<file path="src/fcsm_regs.svh">
// Purpose: constants for the flash command state machine
// Assumes: command bytes arrive on the low byte of the write data
// Notes: command codes, pin-function range and reset values
`ifndef FCSM_REGS_SVH
`define FCSM_REGS_SVH
`define FCSM_CMD_READ_ARRAY 8'hff
`define FCSM_CMD_READ_STATUS 8'h70
`define FCSM_CMD_CLEAR_STATUS 8'h50
`define FCSM_CMD_READ_CONFIG 8'h90
`define FCSM_CMD_PIN_RECONFIG 8'hb8
`define FCSM_CMD_READ_QUERY 8'h98
`define FCSM_CMD_LOCK_SETUP 8'h60
`define FCSM_CMD_PROT_SETUP 8'hc0
`define FCSM_LOCK_CONFIRM_A 8'hd0
`define FCSM_LOCK_CONFIRM_B 8'h01
`define FCSM_LOCK_CONFIRM_C 8'h2f
`define FCSM_LOCK_CONFIRM_D 8'h03
`define FCSM_PIN_CFG_MAX 8'h03
`define FCSM_PIN_CFG_RESET 2'h0
`define FCSM_PIN_CFG_W 2
`endif

</file>
<file path="src/fcsm_pkg.sv">
// Purpose: types for the flash command state machine
// Assumes: fcsm_regs.svh holds the numbers
// Notes: suspend context and read-data type are separate fields
`default_nettype none
package fcsm_pkg;
    // where the machine stands in a command sequence
    typedef enum logic [2:0] {
        FCSM_READ,
        FCSM_PIN_SETUP,
        FCSM_LOCK_SETUP,
        FCSM_PROT_SETUP,
        FCSM_ERROR
    } fcsm_phase_t;
    // which operation is suspended
    typedef enum logic [1:0] {
        FCSM_SUSP_NONE,
        FCSM_SUSP_ERASE,
        FCSM_SUSP_PROG,
        FCSM_SUSP_BOTH
    } fcsm_susp_t;
    // what a read returns
    typedef enum logic [1:0] {
        FCSM_DATA_ARRAY,
        FCSM_DATA_STATUS,
        FCSM_DATA_CONFIG,
        FCSM_DATA_QUERY
    } fcsm_data_t;
    // one host write cycle
    typedef struct packed {
        logic valid;
        logic [7:0] data;
    } fcsm_write_t;
    // whole machine state
    typedef struct packed {
        fcsm_phase_t phase;
        fcsm_susp_t susp;
        fcsm_data_t data_sel;
        logic [1:0] pin_cfg;
        logic seq_error;
        logic lock_go;
        logic prot_go;
    } fcsm_state_t;
endpackage
`default_nettype wire

</file>
<file path="src/fcsm_core.sv">
// Purpose: command decoder for pin reconfig, lock setup and error recovery
// Assumes: one write cycle per valid pulse, synchronous to clk
// Notes: suspend context is set by the wider unit through susp_in
`timescale 1ns/1ps
`default_nettype none
`include "fcsm_regs.svh"

// Operation
// - erase-suspended pin setup: 0..3 applies, else error
// - program-suspended pin setup: 0..3 applies, else error
// - error state reports ready, status, normal commands
// - prog-suspended error ignores lock and protection setup
// - erase-suspended bad pin code keeps suspension
module fcsm_core (
    input wire logic clk,
    input wire logic nrst,
    input wire fcsm_pkg::fcsm_write_t wr,
    input wire fcsm_pkg::fcsm_susp_t susp_in,
    input wire logic susp_load,
    output logic [1:0] read_sel,
    output logic [1:0] pin_cfg,
    output logic ready_flag,
    output logic seq_error,
    output logic lock_go,
    output logic prot_go,
    output logic [2:0] phase,
    output logic [1:0] susp
);
    // ------------------------------------------------------------
    // state registers
    // ------------------------------------------------------------
    fcsm_pkg::fcsm_state_t st; // current state
    fcsm_pkg::fcsm_state_t next_st; // next state
    logic [7:0] cmd; // command byte

    // ------------------------------------------------------------
    // next-state decode
    // ------------------------------------------------------------
    // decode the byte against the current state
    always_comb begin
        next_st = st;
        cmd = wr.data;
        next_st.lock_go = 1'b0;
        next_st.prot_go = 1'b0;
        if (susp_load) begin
            next_st.susp = susp_in;
        end
        if (wr.valid) begin
            case (st.phase)
                fcsm_pkg::FCSM_PIN_SETUP: begin
                    // second cycle of pin reconfig
                    if (cmd <= `FCSM_PIN_CFG_MAX) begin
                        next_st.pin_cfg = cmd[1:0];
                        next_st.phase = fcsm_pkg::FCSM_READ;
                        next_st.data_sel = fcsm_pkg::FCSM_DATA_STATUS;
                    end else begin
                        // error keeps suspend context
                        next_st.phase = fcsm_pkg::FCSM_ERROR;
                        next_st.seq_error = 1'b1;
                        next_st.data_sel = fcsm_pkg::FCSM_DATA_STATUS;
                    end
                end
                fcsm_pkg::FCSM_LOCK_SETUP: begin
                    // second cycle of lock
                    if (cmd == `FCSM_LOCK_CONFIRM_A || cmd == `FCSM_LOCK_CONFIRM_B ||
                        cmd == `FCSM_LOCK_CONFIRM_C || cmd == `FCSM_LOCK_CONFIRM_D) begin
                        next_st.lock_go = 1'b1;
                        next_st.phase = fcsm_pkg::FCSM_READ;
                    end else begin
                        next_st.phase = fcsm_pkg::FCSM_ERROR;
                        next_st.seq_error = 1'b1;
                    end
                    next_st.data_sel = fcsm_pkg::FCSM_DATA_STATUS;
                end
                fcsm_pkg::FCSM_PROT_SETUP: begin
                    // data word hands off to the program engine
                    next_st.prot_go = 1'b1;
                    next_st.phase = fcsm_pkg::FCSM_READ;
                    next_st.data_sel = fcsm_pkg::FCSM_DATA_STATUS;
                end
                fcsm_pkg::FCSM_READ, fcsm_pkg::FCSM_ERROR: begin
                    // normal command set, also from error state
                    next_st.phase = fcsm_pkg::FCSM_READ;
                    case (cmd)
                        `FCSM_CMD_READ_STATUS: begin
                            next_st.data_sel = fcsm_pkg::FCSM_DATA_STATUS;
                        end
                        `FCSM_CMD_CLEAR_STATUS: begin
                            next_st.seq_error = 1'b0;
                            next_st.data_sel = fcsm_pkg::FCSM_DATA_ARRAY;
                        end
                        `FCSM_CMD_READ_CONFIG: begin
                            next_st.data_sel = fcsm_pkg::FCSM_DATA_CONFIG;
                        end
                        `FCSM_CMD_READ_QUERY: begin
                            next_st.data_sel = fcsm_pkg::FCSM_DATA_QUERY;
                        end
                        `FCSM_CMD_PIN_RECONFIG: begin
                            next_st.phase = fcsm_pkg::FCSM_PIN_SETUP;
                            next_st.data_sel = fcsm_pkg::FCSM_DATA_STATUS;
                        end
                        `FCSM_CMD_LOCK_SETUP: begin
                            // program-suspended error refuses lock
                            if (st.phase == fcsm_pkg::FCSM_ERROR &&
                                st.susp == fcsm_pkg::FCSM_SUSP_PROG) begin
                                next_st.data_sel = fcsm_pkg::FCSM_DATA_ARRAY;
                            end else begin
                                next_st.phase = fcsm_pkg::FCSM_LOCK_SETUP;
                                next_st.data_sel = fcsm_pkg::FCSM_DATA_STATUS;
                            end
                        end
                        `FCSM_CMD_PROT_SETUP: begin
                            // protection program only with nothing suspended
                            if (st.susp == fcsm_pkg::FCSM_SUSP_NONE) begin
                                next_st.phase = fcsm_pkg::FCSM_PROT_SETUP;
                                next_st.data_sel = fcsm_pkg::FCSM_DATA_STATUS;
                            end else begin
                                next_st.data_sel = fcsm_pkg::FCSM_DATA_ARRAY;
                            end
                        end
                        default: begin
                            // illegal or read array
                            next_st.data_sel = fcsm_pkg::FCSM_DATA_ARRAY;
                        end
                    endcase
                end
                default: begin
                    next_st.phase = fcsm_pkg::FCSM_READ;
                end
            endcase
        end
    end

    // ------------------------------------------------------------
    // state register
    // ------------------------------------------------------------
    // register the whole state
    always_ff @(posedge clk or negedge nrst) begin
        if (!nrst) begin
            st.phase <= fcsm_pkg::FCSM_READ;
            st.susp <= fcsm_pkg::FCSM_SUSP_NONE;
            st.data_sel <= fcsm_pkg::FCSM_DATA_ARRAY;
            st.pin_cfg <= `FCSM_PIN_CFG_RESET;
            st.seq_error <= 1'b0;
            st.lock_go <= 1'b0;
            st.prot_go <= 1'b0;
        end else begin
            st <= next_st;
        end
    end

    // outputs straight from the state flops, except ready_flag which is tied high
    assign read_sel = st.data_sel;
    assign pin_cfg = st.pin_cfg;
    assign ready_flag = 1'b1; // no busy phase in this block
    assign seq_error = st.seq_error;
    assign lock_go = st.lock_go;
    assign prot_go = st.prot_go;
    assign phase = st.phase;
    assign susp = st.susp;

    // ------------------------------------------------------------
    // checks
    // ------------------------------------------------------------
    // good pin code lands and selects status reads
    a_pin_good_code: assert property (@(posedge clk) disable iff (!nrst)
        (wr.valid && st.phase == fcsm_pkg::FCSM_PIN_SETUP && wr.data <= 8'h03)
        |=> (pin_cfg == $past(wr.data[1:0]) && read_sel == fcsm_pkg::FCSM_DATA_STATUS))
        else $error("pin code not applied");
    // bad pin code goes to error with context kept
    a_pin_bad_code: assert property (@(posedge clk) disable iff (!nrst)
        (wr.valid && !susp_load && st.phase == fcsm_pkg::FCSM_PIN_SETUP && wr.data > 8'h03)
        |=> (phase == fcsm_pkg::FCSM_ERROR && susp == $past(st.susp)))
        else $error("bad pin code not an error");
    // erase suspension survives any pin second cycle
    a_pin_keep_susp: assert property (@(posedge clk) disable iff (!nrst)
        (wr.valid && !susp_load && st.susp == fcsm_pkg::FCSM_SUSP_ERASE &&
         st.phase == fcsm_pkg::FCSM_PIN_SETUP) |=> susp == fcsm_pkg::FCSM_SUSP_ERASE)
        else $error("suspend lost");
    // program-suspended good pin code keeps program suspended
    a_pin_prog_good: assert property (@(posedge clk) disable iff (!nrst)
        (wr.valid && !susp_load && st.phase == fcsm_pkg::FCSM_PIN_SETUP &&
         st.susp == fcsm_pkg::FCSM_SUSP_PROG && wr.data <= `FCSM_PIN_CFG_MAX)
        |=> (phase == fcsm_pkg::FCSM_READ && susp == fcsm_pkg::FCSM_SUSP_PROG &&
             read_sel == fcsm_pkg::FCSM_DATA_STATUS))
        else $error("prog-suspended pin code not applied");
    // any other lock confirm is a sequence error
    a_lock_reject: assert property (@(posedge clk) disable iff (!nrst)
        (wr.valid && st.phase == fcsm_pkg::FCSM_LOCK_SETUP && wr.data != 8'hd0 &&
         wr.data != 8'h01 && wr.data != 8'h2f && wr.data != 8'h03)
        |=> (phase == fcsm_pkg::FCSM_ERROR && seq_error && !lock_go))
        else $error("bad lock confirm accepted");
    // erase-suspended bad lock confirm keeps the suspension
    a_lock_err_susp: assert property (@(posedge clk) disable iff (!nrst)
        (wr.valid && !susp_load && st.phase == fcsm_pkg::FCSM_LOCK_SETUP &&
         st.susp == fcsm_pkg::FCSM_SUSP_ERASE && wr.data != `FCSM_LOCK_CONFIRM_A &&
         wr.data != `FCSM_LOCK_CONFIRM_B && wr.data != `FCSM_LOCK_CONFIRM_C &&
         wr.data != `FCSM_LOCK_CONFIRM_D)
        |=> (phase == fcsm_pkg::FCSM_ERROR && susp == fcsm_pkg::FCSM_SUSP_ERASE))
        else $error("lock error dropped erase suspend");
    // a good confirm gives one start pulse
    a_lock_accept: assert property (@(posedge clk) disable iff (!nrst)
        (wr.valid && st.phase == fcsm_pkg::FCSM_LOCK_SETUP && wr.data == 8'hd0)
        |=> lock_go ##1 !lock_go)
        else $error("lock confirm not pulsed");
    // error state is ready and reads status
    a_error_status: assert property (@(posedge clk) disable iff (!nrst)
        (phase == fcsm_pkg::FCSM_ERROR) |-> (read_sel == fcsm_pkg::FCSM_DATA_STATUS && ready_flag))
        else $error("error state not status");
    // illegal byte in error state reads array
    a_error_illegal: assert property (@(posedge clk) disable iff (!nrst)
        (wr.valid && st.phase == fcsm_pkg::FCSM_ERROR && wr.data == 8'h12)
        |=> (phase == fcsm_pkg::FCSM_READ && read_sel == fcsm_pkg::FCSM_DATA_ARRAY))
        else $error("illegal not to array");
    // lock setup taken from read or a non-program error
    a_error_lock: assert property (@(posedge clk) disable iff (!nrst)
        (wr.valid && wr.data == `FCSM_CMD_LOCK_SETUP && (st.phase == fcsm_pkg::FCSM_READ ||
         (st.phase == fcsm_pkg::FCSM_ERROR && st.susp != fcsm_pkg::FCSM_SUSP_PROG)))
        |=> phase == fcsm_pkg::FCSM_LOCK_SETUP)
        else $error("lock setup not entered");
    // clear status drops the sticky error and reads array
    a_clear_status: assert property (@(posedge clk) disable iff (!nrst)
        (wr.valid && wr.data == `FCSM_CMD_CLEAR_STATUS &&
         (st.phase == fcsm_pkg::FCSM_READ || st.phase == fcsm_pkg::FCSM_ERROR))
        |=> (!seq_error && read_sel == fcsm_pkg::FCSM_DATA_ARRAY))
        else $error("clear status not applied");
    // protection data cycle gives one start pulse
    a_prot_pulse: assert property (@(posedge clk) disable iff (!nrst)
        (wr.valid && st.phase == fcsm_pkg::FCSM_PROT_SETUP)
        |=> (prot_go && phase == fcsm_pkg::FCSM_READ) ##1 !prot_go)
        else $error("protection start not pulsed");
    // program-suspended error refuses both setups
    a_prog_refuse: assert property (@(posedge clk) disable iff (!nrst)
        (wr.valid && st.phase == fcsm_pkg::FCSM_ERROR && st.susp == fcsm_pkg::FCSM_SUSP_PROG &&
         (wr.data == 8'h60 || wr.data == 8'hc0))
        |=> (phase == fcsm_pkg::FCSM_READ && read_sel == fcsm_pkg::FCSM_DATA_ARRAY))
        else $error("suspended setup honoured");
    // any suspension refuses protection setup and keeps context
    a_prot_refuse: assert property (@(posedge clk) disable iff (!nrst)
        (wr.valid && !susp_load && st.susp != fcsm_pkg::FCSM_SUSP_NONE &&
         wr.data == `FCSM_CMD_PROT_SETUP &&
         (st.phase == fcsm_pkg::FCSM_READ || st.phase == fcsm_pkg::FCSM_ERROR))
        |=> (phase == fcsm_pkg::FCSM_READ && read_sel == fcsm_pkg::FCSM_DATA_ARRAY &&
             susp == $past(st.susp)))
        else $error("suspended protection setup honoured");
    // no write, no load: state holds
    a_no_write_hold: assert property (@(posedge clk) disable iff (!nrst)
        (!wr.valid && !susp_load) |=> ($stable(phase) && $stable(read_sel) && $stable(pin_cfg)))
        else $error("state moved without write");
endmodule
`default_nettype wire

</file>
<file path="config.mk">
export PLATFORM = sky130hd
export DESIGN_NAME = fcsm_core
export DESIGN_NICKNAME = d
export VERILOG_FILES = /design/src/fcsm_pkg.sv /design/src/fcsm_core.sv
export VERILOG_INCLUDE_DIRS = /design/src /design/src/src
export SDC_FILE = /design/constraint.sdc
export NUM_CORES = 1
export LEC_CHECK = 0
export ABC_AREA = 1
export BUFFER_PORTS_ARGS = -buffer_cell sky130_fd_sc_hd__buf_4
export CORE_MARGIN = 1.5
export CORE_UTILIZATION = 50
export CTS_CLUSTER_DIAMETER = 200
export DETAILED_ROUTE_END_ITERATION = 10
export GPL_TIMING_DRIVEN = 0
export PLACE_DENSITY_LB_ADDON = 0.15
export RECOVER_POWER = 50
export SYNTH_ARGS = -nofsm -noshare
export SYNTH_HDL_FRONTEND = slang
export SYNTH_SLANG_ARGS = --single-unit
</file>
<file path="constraint.sdc">
create_clock -name clk -period 1.85 [get_ports clk]
set_input_delay 0.185 -clock clk [delete_from_list [all_inputs] [get_ports clk]]
set_output_delay 0.185 -clock clk [all_outputs]
set_load 0.03 [all_outputs]
</file>
==> results.cfg, run 1 <==
[layout]
regArea_sq_um = 300
multi_input_area_sq_um = 357
final_cell_count_no_fill = 147
finalNetCount = 147
antenna_cells = 0
drive_above_1_share_pct = 31.1
fillers = 106
area_delta_synth_final_pct = 33.9
final_area_sq_um = 955

[route]
drc = 0
totalWireLength_um = 1570
viasPerCell = 4.88
dr.pass1.iters = 4
drt_iter0_markers = 19
vias = 718
wire_per_inst_um = 10.7
antenna_left = 0

[floorplan]
fp.dieArea_sq_um = 1660
die_w_um = 40.8
rows = 13
core-area_sq_um = 1320
start_util_pct = 54.1
ios = 27
dieHeight_um = 40.8

[yosys]
synth_xor_area_share_pct = 0
synth-compound-area-share_pct = 8.77
synthMuxAreaShare_pct = 0
netlist_top_cells_area = dfrtp_1 42%, nand2_1 17%, nor2_1 6.8%
synth_edf_count = 0
ys_seq_area_share_pct = 42.1
synth_ff_type = dfrtp_1
async_reset_ff_share_pct = 100
yosysUniqueCellTypes = 21
synth_most_common_cell = nand2_1
synth_fa_ha_area_share_pct = 0
avgSynthCellArea_sq_um = 6.99
synth_top_family_by_area = simple AND/OR/NAND/NOR gates
synth_top_area_cell = dfrtp_1
syn_area_sq_um = 713
ys_seq_elements = 12
synth.net_count = 116
yosysWarningCount = 0
yosysTopAreaCellShare_pct = 42.1
synthSimpleGateAreaFrac_pct = 40.7
synthCells = 102
synth_commonest_cells = 32 x nand2_1, 13 x nor2_1, 12 x dfrtp_1

[global_routing]
grt_pass1_wl_um = 2450
grt_use_total_pct = 23.6
antenna_found_initial = 0
grt_max_degree = 13
overflow = 0
grt_pass1_vias = 611

[pwr]
ir_worst_vdd_uv = 426
power_frac_comb_pct = 18.5
clockPowerShare_pct = 35.6
p_seq_share_pct = 45.9
switching_share_pct = 27.7
p_switching_mw = 0.166
intPower_mw = 0.435
p_per_area_nw_per_um2 = 630
p_leak_nw = 0.525

[sta]
fin_crit_ns = 1.31
setup_tns_ns = 0
rsz0062_at_grt = no
setup_viol_count_final = 0
report.final.slew_viol_count = 0
post-route-period-util_pct = 70.9
hold_viol = 0
max_slew.worst_pin.slew_ns = 0.675
fmax_ghz = 0.762
max_slew_margin_pct = 55.0
finClkSkew_ns = 0.00487

[clock_network]
htree_levels = 1
cts_max_path_buffers = 2
clkSinkCount = 12
clk_pin_slew_worst_paths_ns = 0.08
numCtsBuffers = 3
insertion_delay_ns = 0.28
cts_root_buf = clkbuf_4
cts_tree = yes

[critical_path]
slowest_stage = dfrtp_1
crit_path_start_kind = register
cp.buffers_inverters = 0
cp_top_family = simple AND/OR/NAND/NOR gates
path_cells = nor3_2, nand3b_1, or2_4, nand2_1, o21ai_2
end_kind = register
crit_required_ns = 2.03
crit_path_max_incr_delay_ns = 0.47
path_class = reg -> reg
r2r_slack_ns = 0.54
cp_max_fo = 7
critPathArrivalTime_ns = 1.49

[hold_path]
min_path_type = in -> reg

[run_status]
outcome = finished, final reports clean

[placement]
placement.io_buffers = 25
dp.cells = 142
hpwl_um = 1170
gp_congestion = 0.902
placed_area_sq_um = 920

[flow_run]
cap_viol_max_count = 0
[worst reg2reg max path: cells and delay by family, from the launching register on]
family	cells	cell delay [ns]
AOI/OAI and AO/OA	1	0.05
DFF	1	0.47
and+or+nand+nor	4	0.70
[worst paths after layout]
check / endpoint / depth (start not counted) / start
min in group asynchronous: lock_go$_DFF_PN0_ / 2 / nrst
min reg2reg: pin_cfg[0]$_DFFE_PN0P_ / 2 / pin_cfg[0]$_DFFE_PN0P_
max: pin_cfg[1]$_DFFE_PN0P_ / 5 / phase[2]$_DFFE_PN0P_
max reg2reg: pin_cfg[1]$_DFFE_PN0P_ / 5 / phase[2]$_DFFE_PN0P_
min: susp[0]$_DFFE_PN0P_ / 3 / susp_in[0]
max in group asynchronous: phase[0]$_DFFE_PN0P_ / 2 / nrst
[state kept, by name, indices dropped and copies added, names as in the netlist]
| signal | count |
|---|---|
| read_sel | 2 |
| susp | 2 |
| lock_go | 1 |
| pin_cfg | 2 |
| phase | 3 |
| seq_error | 1 |
| prot_go | 1 |
[final cells by class]
class	count	area share [%]
well taps	15	1.97
clock buffers	4	3.80
flip-flops and latches	12	31.5
inverters	13	5.11
plain buffers	1	0.786
repair buffers	26	19.5
multi-input cells	76	37.4
[routing by layer]
metal	vias to the layer above	share of wire (%)	global-route usage (%)
met5	-	0	0
met4	0	2.9	15.0
met3	5	5.5	6.52
met2	22	48	39.7
met1	315	44	26.0
li1	376	-	-
[per-stage QoR]
stage | setup WS, ns | util [%] | power, mW | hold WS, ns
final | 0.538 | 72.5 | 0.602 | 0.101
after global routing | 0.424 | 72.5 | 0.630 | 0.0987
after CTS | 0.526 | 73.3 | 0.614 | 0.0914
after detailed placement | 0.560 | 69.8 | 0.393 | 0.0373
after global placement | 0.579 | 69.8 | 0.390 | 0.0325
after floorplan | 0.508 | - | 0.336 | -0.111
[cell families (layout without fill, tap and decap cells)]
| family | Yosys count | after routing |
|---|---|---|
| other | 1 | 1 |
| AND/OR/NAND/NOR | 64 | 64 |
| AO/OA/AOI/OAI | 11 | 11 |
| buffers and inverters | 14 | 44 |
| flip-flops | 12 | 12 |
[placed cells by master, fill, tap and decap left out, types with 2 or more instances in the layout]
master / n
nand2_1: 32
buf_4: 23
nor2_1: 13
dfrtp_1: 12
inv_1: 9
nand3_1: 6
inv_2: 4
nor2_2: 4
o21ai_1: 4
a21oi_1: 3
clkbuf_4: 3
clkbuf_1: 3
nor3_1: 2
o21ai_2: 2
o21ai_0: 2
[power groups by stage]
stage / Clock, mW / Combinational, mW / Sequential [mW]
floorplan: 0 / 0.0361 / 0.300
global placement: 0 / 0.108 / 0.281
detailed placement: 0 / 0.111 / 0.282
CTS: 0.225 / 0.113 / 0.277
global route: 0.231 / 0.122 / 0.277
finish: 0.214 / 0.111 / 0.276
[repair_timing]
| item | CTS | global route |
|---|---|---|
| endpoints found under the hold margin | 12 | 0 |
| buffers inserted | 0 | 0 |
| hold buffers | 1 | 0 |
| gates resized for setup | 0 | 0 |
Note: power is estimated with default switching activity, not from simulation.
==> run 2: changes to the inputs <==
- CORE_UTILIZATION: 50 -> 42
- clock period: 1.85 -> 1.1 ns (I/O delays scaled with it)
==> results.cfg, run 2 (same netlist as run 1, synthesis figures left out) <==
[layout]
area_delta_synth_final_pct = 57.5
layout_commonest_cell = buf_4
largest_register_ffs = 3
layout_common_cells = 31 x buf_4, 25 x nand2_1, 11 x nor2_1
antenna_cells = 0
final_area_sq_um = 1120
finalNetCount = 157
drive_above_1_share_pct = 46.5
regMostFlops = phase
fillers = 105

[global_routing]
grt_pass1_vias = 723
grt_max_degree = 13
use_met1_pct = 23.2
grt_use_total_pct = 21.7
grt_busiest_layer = met2
grtUsageMet2_pct = 38.8
grt_util_met3_pct = 4.90
antenna_found_initial = 0
overflow = 0
grt_pass1_wl_um = 2980

[placement]
gp_congestion = 0.858
placed_area_sq_um = 925
placement.io_buffers = 25
hpwl_um = 1210

[hold_path]
hold_start = susp_in[0]
min_path_type = in -> reg
hold_depth = 3

[sta]
setup_tns_ns = -0.850
max_slew_margin_pct = 58.3
fmax_ghz = 0.758
finClkSkew_ns = 0.00333
worst_slack_ns = -0.220
report.final.slew_viol_count = 0
fin_crit_ns = 1.32
post-route-period-util_pct = 120
hold_viol = 0
max_slew.worst_pin.slew_ns = 0.626
setup_viol_count_final = 9
rsz0062_at_grt = yes

[critical_path]
end_kind = register
path_cells = inv_4, nand2_8, nand2_4, nand2_4, nor2_4, nand2_4, nor2_4, nand2_1, nand2_1, nand2_1
crit_path_start_kind = register
cp_max_fo = 5
path_class = reg -> reg
slowest_stage = dfrtp_2
crit_path_start = phase[1]$_DFFE_PN0P_
r2r_slack_ns = -0.22
timing.rr.start = phase[1]$_DFFE_PN0P_
critPathArrivalTime_ns = 1.50
crit_required_ns = 1.28
crit_path_max_incr_delay_ns = 0.45
ff2ff_path_depth = 10

[floorplan]
core-area_sq_um = 1540
fp.dieArea_sq_um = 1950
rows = 14
ios = 27
dieHeight_um = 44.2
die_w_um = 44.2
start_util_pct = 46.3

[pwr]
switching_share_pct = 30.3
p_leak_nw = 0.604
p_switching_mw = 0.296
p_per_area_nw_per_um2 = 869
ir_worst_vdd_uv = 547
intPower_mw = 0.681
power_frac_comb_pct = 21.1
power_mw = 0.977
clockPowerShare_pct = 31.3
p_seq_share_pct = 47.6

[clock_network]
cts_max_path_buffers = 2
insertion_delay_ns = 0.28
numCtsBuffers = 3
cts_tree = yes
cts_root_buf = clkbuf_4
clk_pin_slew_worst_paths_ns = 0.08
htree_levels = 1
clkSinkCount = 12

[route]
antenna_left = 0
drt_iter0_markers = 36
vias = 831
dr.pass1.iters = 4
wire_per_inst_um = 13.3
viasPerCell = 5.26
totalWireLength_um = 2100
drc = 0

[flow_run]
cap_viol_max_count = 0

[run_status]
violations = setup timing
outcome = finished with violations
## run 2: changes by cell type in the layout (fill, tap and decap cells not counted), sizes merged
| cell | previous run | this run |
|---|---|---|
| buf | 23 | 35 |
| clkbuf | 7 | 5 |
## run 2: final timing paths
check | to
min | susp[0]$_DFFE_PN0P_
max | seq_error$_DFFE_PN0P_
min reg2reg | seq_error$_DFFE_PN0P_
max in group asynchronous | phase[0]$_DFFE_PN0P_
max reg2reg | seq_error$_DFFE_PN0P_
min in group asynchronous | seq_error$_DFFE_PN0P_
## run 2: what timing repair did
item / in CTS / in global routing
buffers inserted: 7 / 3
hold buffers: 1 / 0
endpoints found under the setup margin: 5 / 10
pin swaps: 4 / 9
resized for setup: 13 / 11
hold endpoints to repair: 12 / 0
## run 2: area by class of cell
type / count / area (sq um) / area share [%]
Buffer: 1 / 7.51 / 0.668
Multi-Input combinational cell: 76 / 428 / 38.1
Sequential cell: 12 / 304 / 27.1
Timing Repair Buffer: 36 / 284 / 25.3
Tap cell: 16 / 20.0 / 1.78
Clock buffer: 4 / 26.3 / 2.34
Inverter: 13 / 53.8 / 4.79
## run 2: routing by layer
metal	vias to the layer above	share of wire, %
li1	400	-
met1	389	37
met2	34	55
met3	8	4.6
met4	0	3.2
met5	-	0
## run 2: stage by stage
step                      setup WS [ns]  hold WS, ns  cells  utilization [%]
after floorplan                  -0.155       -0.186    102                -
after global placement           -0.156      -0.0413    143             60.0
after detailed placement         -0.166      -0.0451    143             60.0
after CTS                        -0.122       0.0250    155             68.3
after global routing             -0.270       0.0434    158             72.9
final                            -0.220       0.0266    158             72.9
## run 2: worst max-delay path, delay by kind of cell, from the launching register on
family	cells	cell delay, ns
AND/OR/NAND/NOR	9	0.66
flip-flops	1	0.45
buffers and inverters	1	0.10
## run 2: power groups by stage
| stage | combinational, mW | sequential (mW) | clock [mW] |
|---|---|---|---|
| CTS | 0.195 | 0.465 | 0.304 |
| finish | 0.206 | 0.465 | 0.305 |
| floorplan | 0.0608 | 0.505 | 0 |
| detailed placement | 0.186 | 0.473 | 0 |
| global route | 0.224 | 0.466 | 0.321 |
| global placement | 0.183 | 0.473 | 0 |
